### config.mk
export PLATFORM = sky130hd
export DESIGN_NAME = sleep_mode_controller
export DESIGN_NICKNAME = d
export VERILOG_FILES = /design/src/rtl/sleep_pkg.sv /design/src/rtl/sleep_mode_controller.sv
export SDC_FILE = /design/constraint.sdc
export NUM_CORES = 1
export LEC_CHECK = 0
export BUFFER_PORTS_ARGS = -buffer_cell sky130_fd_sc_hd__buf_2
export CORE_ASPECT_RATIO = 1.2
export CORE_MARGIN = 2
export CORE_UTILIZATION = 62
export CTS_BUF_LIST = sky130_fd_sc_hd__clkbuf_8
export CTS_CLUSTER_DIAMETER = 200
export DETAILED_ROUTE_END_ITERATION = 10
export GPL_TIMING_DRIVEN = 1
export PLACE_DENSITY = 0.94
export SLEW_MARGIN = 20
export SYNTH_ARGS = -nofsm -noshare
export SYNTH_HDL_FRONTEND = slang
export SYNTH_SLANG_ARGS = --single-unit
### constraint.sdc
create_clock -name i_clk -period 3.6 [get_ports i_clk]
set_input_delay 0.18 -clock i_clk [delete_from_list [all_inputs] [get_ports i_clk]]
set_output_delay 0.18 -clock i_clk [all_outputs]
set_load 0.01 [all_outputs]
### src/rtl/sleep_pkg.sv
// Shared constants and carriers for the sleep-mode controller.
package sleep_pkg;
    localparam logic [2:0] MODE_IDLE = 3'h0;
    localparam logic [2:0] MODE_QUIET = 3'h1;
    localparam logic [2:0] MODE_DOWN = 3'h2;
    localparam logic [2:0] MODE_SAVE = 3'h3;
    localparam logic [2:0] MODE_STBY = 3'h6;
    localparam logic [2:0] MODE_XSTBY = 3'h7;
    localparam int HALT_CYCLES = 4;
    localparam int STBY_WAKE_CYCLES = 6;
    localparam int CLK_PERIOD_NS = 10;
    // Oscillator restart time-out in microseconds (configurable default).
    localparam int OSC_TIMEOUT_US = 64;
    localparam int OSC_TIMEOUT_CYC = OSC_TIMEOUT_US * 1000 / CLK_PERIOD_NS;
    localparam logic [2:0] HALT_W = 3'(HALT_CYCLES);
    localparam logic [2:0] STBY_W = 3'(STBY_WAKE_CYCLES);

    typedef enum logic [2:0] {
        ST_RUN = 3'h0,
        ST_SLEEP = 3'h1,
        ST_START = 3'h2,
        ST_HALT = 3'h3
    } state_e;

    // Wake sources presented by peripherals.
    typedef struct packed {
        logic ext_level;
        logic ext_edge;
        logic pin_change;
        logic twi_match;
        logic timer2;
        logic mem_ready;
        logic conv_done;
        logic wdt_irq;
        logic other_io;
    } wake_s;

    // Clock-domain enables.
    typedef struct packed {
        logic core_clock;
        logic program_memory_clock;
        logic peripheral_clock;
        logic converter_clock;
        logic async_timer_clock;
        logic main_osc;
        logic timer_osc;
    } clk_en_s;
endpackage

### src/rtl/sleep_mode_controller.sv
// Sleep-mode controller: clock gating, wake-up and start-up sequencing.
`timescale 1ns/1ns
module sleep_mode_controller #(
    parameter int OSC_TIMEOUT = sleep_pkg::OSC_TIMEOUT_CYC
) (
    // Clock, reset, enable
    input wire logic i_clk,
    input wire logic i_sys_rst,
    input wire logic i_ce,
    // Core interface
    input wire logic i_sleep_op,
    input wire logic i_sleep_enable_bit,
    input wire logic [2:0] i_sleep_mode_selector,
    input wire logic i_any_reset,
    input wire logic i_global_irq_en,
    // Configuration
    input wire logic i_xtal_selected,
    input wire logic i_conv_enabled,
    input wire logic i_timer2_enabled,
    input wire logic i_timer2_async,
    input wire logic i_timer2_irq_mask,
    // Wake sources
    input wire sleep_pkg::wake_s i_wake,
    // Outputs
    output sleep_pkg::clk_en_s o_clk_en,
    output logic o_core_hold,
    output logic o_irq_take,
    output logic o_reset_vector,
    output logic o_conv_start,
    output logic o_sleeping
);
    // ************************************************************
    // State
    // ************************************************************
    localparam int CW = $clog2(OSC_TIMEOUT + 1);
    localparam logic [CW-1:0] OSC_W = CW'(OSC_TIMEOUT);

    typedef struct packed {
        sleep_pkg::state_e st;
        logic [2:0] mode;
        logic [CW-1:0] cnt;
        logic irq_pend;
        sleep_pkg::clk_en_s clk;
        logic hold;
        logic irq_take;
        logic rst_vec;
        logic conv;
        logic sleeping;
    } state_s;

    localparam sleep_pkg::clk_en_s ALL_ON = '1;
    state_s s_r, s_nxt;

    // ************************************************************
    // Mode decoding
    // ************************************************************
    // defined codes only
    function automatic logic mode_valid(input logic [2:0] m);
        case (m)
            sleep_pkg::MODE_IDLE, sleep_pkg::MODE_QUIET,
            sleep_pkg::MODE_DOWN, sleep_pkg::MODE_SAVE:
                mode_valid = 1'b1;
            sleep_pkg::MODE_STBY, sleep_pkg::MODE_XSTBY:
                mode_valid = i_xtal_selected;
            default: mode_valid = 1'b0;
        endcase
    endfunction

    function automatic sleep_pkg::clk_en_s mode_clocks(input logic [2:0] m);
        sleep_pkg::clk_en_s c;
        logic t2s;
        logic t2a;
        c = '0;
        t2s = i_timer2_enabled && !i_timer2_async;
        t2a = i_timer2_enabled && i_timer2_async;
        case (m)
            sleep_pkg::MODE_IDLE: begin
                c = ALL_ON;
                c.core_clock = 1'b0;
                c.program_memory_clock = 1'b0;
            end
            sleep_pkg::MODE_QUIET: begin
                c.converter_clock = 1'b1;
                c.async_timer_clock = 1'b1;
                c.main_osc = 1'b1;
                c.timer_osc = t2a;
            end
            sleep_pkg::MODE_SAVE: begin
                c.async_timer_clock = t2a;
                c.timer_osc = t2a;
                c.main_osc = t2s;
            end
            sleep_pkg::MODE_STBY: c.main_osc = 1'b1;
            sleep_pkg::MODE_XSTBY: begin
                c.async_timer_clock = t2a;
                c.timer_osc = t2a;
                c.main_osc = 1'b1;
            end
            default: c = '0;
        endcase
        mode_clocks = c;
    endfunction

    // Interrupt wake allowed in mode; level-only rule for deep states.
    function automatic logic mode_wake(input logic [2:0] m,
                                       input sleep_pkg::wake_s w);
        logic t2;
        logic base;
        t2 = w.timer2 && i_timer2_irq_mask && i_global_irq_en;
        base = w.ext_level | w.pin_change | w.twi_match | w.wdt_irq;
        case (m)
            sleep_pkg::MODE_IDLE: mode_wake = base | w.ext_edge |
                w.timer2 | w.mem_ready | w.conv_done | w.other_io;
            sleep_pkg::MODE_QUIET: mode_wake = base |
                (w.timer2 & i_timer2_async) | w.mem_ready | w.conv_done;
            sleep_pkg::MODE_SAVE, sleep_pkg::MODE_XSTBY:
                mode_wake = base | t2;
            default: mode_wake = base;
        endcase
    endfunction

    // ************************************************************
    // Sequencer
    // ************************************************************
    always_comb begin
        s_nxt = s_r;
        s_nxt.conv = 1'b0;
        s_nxt.irq_take = 1'b0;
        s_nxt.rst_vec = 1'b0;
        case (s_r.st)
            sleep_pkg::ST_RUN: begin
                s_nxt.hold = 1'b0;
                s_nxt.clk = ALL_ON;
                if (i_sleep_op && i_sleep_enable_bit &&
                    mode_valid(i_sleep_mode_selector) && !i_any_reset) begin
                    s_nxt.st = sleep_pkg::ST_SLEEP;
                    s_nxt.mode = i_sleep_mode_selector;
                    s_nxt.clk = mode_clocks(i_sleep_mode_selector);
                    s_nxt.conv = i_conv_enabled &&
                        i_sleep_mode_selector == sleep_pkg::MODE_QUIET;
                end
            end
            sleep_pkg::ST_SLEEP: begin
                if (i_any_reset) begin
                    s_nxt.st = sleep_pkg::ST_RUN;
                    s_nxt.clk = ALL_ON;
                    s_nxt.rst_vec = 1'b1;
                end else if (mode_wake(s_r.mode, i_wake)) begin
                    s_nxt.st = sleep_pkg::ST_START;
                    s_nxt.clk.main_osc = 1'b1;
                    s_nxt.irq_pend = 1'b1;
                    if (s_r.mode == sleep_pkg::MODE_DOWN ||
                        s_r.mode == sleep_pkg::MODE_SAVE)
                        s_nxt.cnt = OSC_W;
                    else if (s_r.mode == sleep_pkg::MODE_STBY ||
                             s_r.mode == sleep_pkg::MODE_XSTBY)
                        s_nxt.cnt = CW'(sleep_pkg::STBY_W);
                    else
                        s_nxt.cnt = '0;
                end
            end
            sleep_pkg::ST_START: begin
                if (i_any_reset) begin
                    s_nxt.st = sleep_pkg::ST_RUN;
                    s_nxt.clk = ALL_ON;
                    s_nxt.rst_vec = 1'b1;
                end else if (s_r.cnt > CW'(1)) begin
                    s_nxt.cnt = s_r.cnt - CW'(1);
                end else begin
                    // level must still stand at start-up end
                    s_nxt.irq_pend = mode_wake(s_r.mode, i_wake);
                    s_nxt.clk = ALL_ON;
                    s_nxt.st = sleep_pkg::ST_HALT;
                    s_nxt.cnt = CW'(sleep_pkg::HALT_W);
                end
            end
            sleep_pkg::ST_HALT: begin
                if (s_r.cnt > CW'(1)) begin
                    s_nxt.cnt = s_r.cnt - CW'(1);
                end else begin
                    s_nxt.st = sleep_pkg::ST_RUN;
                    s_nxt.hold = 1'b0;
                    s_nxt.irq_take = s_r.irq_pend;
                    s_nxt.irq_pend = 1'b0;
                end
            end
            default: s_nxt.st = sleep_pkg::ST_RUN;
        endcase
        // Hold follows the state, so a reset wake never leaves the core
        // stalled for a cycle after it is back in run.
        s_nxt.hold = (s_nxt.st != sleep_pkg::ST_RUN);
        s_nxt.sleeping = (s_nxt.st == sleep_pkg::ST_SLEEP);
    end

    // storage is cleared to run, all clocks on, by i_sys_rst
    always_ff @(posedge i_clk or posedge i_sys_rst) begin
        if (i_sys_rst) begin
            s_r <= '{st: sleep_pkg::ST_RUN, mode: 3'h0, cnt: '0,
                     irq_pend: 1'b0, clk: ALL_ON, hold: 1'b0,
                     irq_take: 1'b0, rst_vec: 1'b0, conv: 1'b0,
                     sleeping: 1'b0};
        end else if (i_ce) begin
            s_r <= s_nxt;
        end
    end

    assign o_clk_en = s_r.clk;
    assign o_core_hold = s_r.hold;
    assign o_irq_take = s_r.irq_take;
    assign o_reset_vector = s_r.rst_vec;
    assign o_conv_start = s_r.conv;
    assign o_sleeping = s_r.sleeping;
endmodule

=== After elaboration in Yosys (flattened, before gate mapping) ===
Cells that the tools add are included.

* Add/sub/neg operators: 1
* Magnitude comparators: 1
* Equal/unequal tests: 23
* Mux-type cells: 40
* Bitwise logic cells: 13
* Reductions and logical operators: 31

{| class="wikitable"
|+ Operator list
! cell !! count
|-
| $mux W14 || 3
|-
| $pmux W14 S3 || 1
|-
| $mux W13 || 3
|-
| $pmux W7 S3 || 1
|-
| $eq A3 B2 Y1 const B || 6
|-
| $mux W3 || 6
|-
| $mux W1 || 15
|-
| $mux W7 || 2
|-
| $ne A2 B2 Y1 const B || 7
|-
| $gt A13 B1 Y1 const B || 1
|-
| $sub A13 B1 Y13 const B || 1
|-
| $eq A3 B1 Y1 const B || 4
|-
| $eq A3 B3 Y1 const B || 4
|-
| $or A1 B1 Y1 || 12
|-
| $pmux W3 S4 || 1
|-
| $reduce_or A2 Y1 || 5
|-
| $logic_not A3 Y1 || 3
|-
| $reduce_bool A3 Y1 || 3
|-
| $logic_and A1 B1 Y1 || 8
|-
| $mux W8 || 1
|-
| $pmux W1 S2 || 4
|-
| $reduce_and A4 Y1 || 2
|-
| $reduce_or A4 Y1 || 2
|-
| $reduce_and A7 Y1 || 1
|-
| 10 further kinds || 13
|}

* Register bits: 32
* Bits of input ports: 24
* Output and inout port bits: 12
* Logic and storage cells: 125

=== Logic depth before layout (Yosys ltp) ===
* Word-level depth: 15
* Depth in mapped cells: 9
* Mapped depth without buffers: 8

=== Worst setup path after synthesis ===
OpenSTA, ideal clock, no wires.

* Kind: register to register
* From: register s_r[20] (netlist name)
* To: register s_r, in the netlist o_clk_en[3]
* Setup time: 0.082 ns
* Arrival: 1.903 ns
* Required time: 3.518 ns
* Slack: 1.614 ns
* Stages on the path, launching flop included: 7
* Buffers on the path: 1
* Clock period less this slack: 1.986 ns
* Cell sequence: dfrtp_1 nor4_4 nand4_2 and2_4 buf_6 a211oi_4 mux2_4

* Word-level cells in the longest chain between the ends: 3

{| class="wikitable"
|+ Ends and longest elaborated chain
! element !! line !! source
|-
| from (decl) || sleep_mode_controller.sv:52 || <nowiki>state_s s_r, s_nxt;</nowiki>
|-
| from (signal assigned) || sleep_mode_controller.sv:198 || <nowiki>s_r <= '{st: sleep_pkg::ST_RUN, mode: 3'h0, cnt: '0,</nowiki>
|-
| from (signal assigned) || sleep_mode_controller.sv:203 || <nowiki>s_r <= s_nxt;</nowiki>
|-
| $gt A13 B1 Y1 || sleep_mode_controller.sv:167 || <nowiki>end else if (s_r.cnt > CW'(1)) begin</nowiki>
|-
| $ne A3 B3 Y1 (no source line) || -- ||
|-
| $reduce_and A4 Y1 (no source line) || -- ||
|}

No other way between the ends.
A chain may end at the register's enable or synchronous reset.

=== Final worst setup path ===
* From: register s_r[26] (netlist name)
* To: register s_r[13] (netlist name)

* Word-level cells in the longest chain between the ends: 7

{| class="wikitable"
|+ Ends and longest elaborated chain
! element !! line !! source
|-
| $eq A3 B2 Y1 / $eq A3 B3 Y1 (equally long branches) || sleep_mode_controller.sv:111, sleep_mode_controller.sv:153 ||
|-
| $reduce_or A2 Y1 || sleep_mode_controller.sv:111 || <nowiki>case (m)</nowiki>
|-
| $pmux W1 S3 || sleep_mode_controller.sv:111 ||
|-
| $mux W1 || sleep_mode_controller.sv:144 || <nowiki>if (i_any_reset) begin</nowiki>
|-
| $mux W1 || sleep_mode_controller.sv:130 || <nowiki>case (s_r.st)</nowiki>
|-
| $ne A2 B2 Y1 (no source line) || -- ||
|-
| $reduce_and A6 Y1 (no source line) || -- ||
|}

Several ways; a longest one is shown, not always the timed one. The select of a mux whose other input is x is not followed.

==> results.md <==
- Crit Path Class: flop to flop
- TritonRoute pass-1 iters: 5
- Warnings, synthesis: 0
- Top Layer Used: met4
- Area grow syn2layout: 12.7%
- Dpl hpwl: 3350 um
- DIE AREA: 3620 um2
- Initial antenna violation count: 0
- Fin. max-slew vios: 0
- Post-Synth Simple-Gate Area: 25.9%
- Peak VDD IR: 0.428 mV
- Final wirelength: 4440 um
- Syn Std Cell Area: 1960 um2
- Launch point of the worst hold path: i_conv_enabled
- Die width: 55.3 um
- Setup TNS: 0 ps
- Port Buffers: 35
- Met3 WL post-DR: 202 um
- Final Hold Fails: 0
- Synthesized flop and latch total: 31
- Xor and xnor area share after synthesis: 3.13%
- Post-synth EDFFs: 0
- N_diodes: 0
- Initial DRC Count: 77
- Critical path startpoint category: flop
- Worst Tran Pin Value: 671 ps
- Clock Path Buffers: 2
- Hold slack: 129 ps
- GRT Util Overall: 26.4%
- Final core utilization: 72.8%
- Total grt overflow: 0
- Row cnt: 22
- Post-synthesis mux area share: 3.07%
- Fillers: 235
- Io pins: 36
- Worst Setup SP: s_r[26]$_DFFE_PP0P_
- Tmin final: 2140 ps
- Most common cell after layout, fill and taps aside: buf_2
- Synthesized area per cell: 9.41 um2
- Synth Area in Compound Gates: 19.8%
- Num CTS Buffers: 5
- DR vias: 1696
- Register area share after synthesis: 40.0%
- Fin Clk Skew: 10.2 ps
- Final-stage net count: 266
- Most frequent cells in the layout: buf_2, dfrtp_1, nor2_1, nand2_1
- DRC viols: 0
- DP Worst Slack: 1500 ps
- Die Y: 65.5 um
- Root buffer cell: clkbuf_8
- Crit-path max FO: 13
- PwrDens: 672 nW/um2
- Vias in the first global route: 1618
- Wl on met1: 1810 um
- Post-Syn Instances: 208
- HP Class: input port to flop
- Outcome: finished clean
- Average vias per placed instance: 6.12
- Ratio of cells with drive above 1 in the final layout: 27.8%
- Syn Nets: 234
- Final WS setup: 1460 ps
- Largest family of logic cells by synthesized area: simple AND/OR/NAND/NOR gates
- Clock-pin slew on the worst setup and hold paths: 70 ps
- Clk sinks: 31
- Largest net degree at the start of global routing: 18
- Final period utilization: 59.4%
- Htree depth: 2
- Met2 WL: 2330 um
- First-pass GRT wire length: 7340 um
- Fmax achieved: 468 MHz
- Placer Congestion: 0.912
- RSZ-0062 raised after global routing: false
- Critical Path RT: 3770 ps
- Post-DRT Antenna Nets: 0
- Initial Util: 64.6%
- Library cells used by synthesis: 54
- Pleak: 0.000998 uW
- Worst R2R Start: s_r[26]$_DFFE_PP0P_
- Clk Latency, worst-skew pair: 290 ps
- Top FF cell, synth: dfrtp_1
- Area share of fa/ha/maj cells after synthesis: 1.79%
- Slew headroom: 55.2%
- Avg WL per Cell: 16.0 um
- # Max-Cap Violations: 0
- TritonCTS clock tree: done
- Async S/R FF share, synth: 100%
- Critical Path AT: 2310 ps
- Placeable core area: 3030 um2
- # setup viols final: 0
- CP endpoint kind: flop
==> report_power, final <==
| part | switching (uW) | internal [uW] |
|---|---|---|
| Sequential | 146 | 455 |
| Combinational | 334 | 265 |
| Clock | 131 | 151 |
==> cells in the mapped netlist (all sizes together), types with 5 or more instances <==
cell / instances / area (um2)
dfrtp: 25 / 626
nand2: 19 / 71.3
nor2: 19 / 71.3
a21oi: 11 / 58.8
buf: 11 / 81.3
o21ai: 11 / 58.8
and2: 9 / 58.8
inv: 9 / 33.8
nor3: 9 / 45.0
nor4: 8 / 92.6
xor2: 7 / 61.3
dfstp: 6 / 158
nor2b: 6 / 37.5
mux2: 5 / 60.1
nand3: 5 / 25.0
o21a: 5 / 37.5
==> critical path: stages, from the launching register on <==
cell and delay, ps:
dfrtp_1 380, nor2b_1 140, o221ai_1 230, a2111oi_4 670, nor3_1 110, buf_4 200, mux2_2 280
==> per-stage QoR <==
step	instances	area, um2	power [uW]
after global routing	277	2200	1590
after floorplan	208	1960	1060
after CTS	277	2200	1480
final	277	2200	1480
after global placement	268	2100	1160
after detailed placement	268	2100	1200
==> kinds of logic after synthesis <==
kind of cell	count (synthesis)
AOI/OAI and AO/OA	52
DFF	31
muxes	5
xor gates and xnor gates	7
buffers and inverters	22
adders and majority gates	3
and+or+nand+nor	88
==> what timing repair did <==
| item | in CTS | in global routing |
|---|---|---|
| setup buffers | 0 | 0 |
| endpoints found under the hold margin | 3 | 0 |
| hold buffers | 1 | 0 |
| resized for setup | 0 | 0 |
==> path summary, 6_finish.rpt <==
check,to,cells past startpoint,slack (ps)
min in group asynchronous,s_r[16]$_DFFE_PP0P_,3,540
max in group asynchronous,o_clk_en[4]$_DFFE_PP1P_,4,2330
max reg2reg,s_r[13]$_DFFE_PP0P_,6,1460
max,s_r[13]$_DFFE_PP0P_,6,1460
min,o_conv_start$_DFFE_PP0P_,2,130
min reg2reg,o_conv_start$_DFFE_PP0P_,1,490
==> registers in the layout, summed over array words and instances (netlist names) <==
| signal | flops |
|---|---|
| o_core_hold | 1 |
| s_r | 20 |
| o_clk_en | 6 |
| o_irq_take | 1 |
| o_conv_start | 1 |
| o_sleeping | 1 |
| o_reset_vector | 1 |
==> routing by layer <==
layer | up-vias | global-route usage (%)
met2 | 55 | 46.6
li1 | 810 | -
met3 | 10 | 8.07
met1 | 821 | 29.1
met5 | - | 0
met4 | 0 | 11.9
==> final cells by class <==
type                            instances  area [um2]  area share [%]
Clock inverter                          2        8.76           0.397
Multi-Input combinational cell        155        1050            47.7
Clock buffer                            6        82.6            3.75
Timing Repair Buffer                   38         200            9.08
Tap cell                               36        45.0            2.04
Sequential cell                        31         783            35.5
Inverter                                9        33.8            1.53
Note: power is estimated with default switching activity, not from simulation.
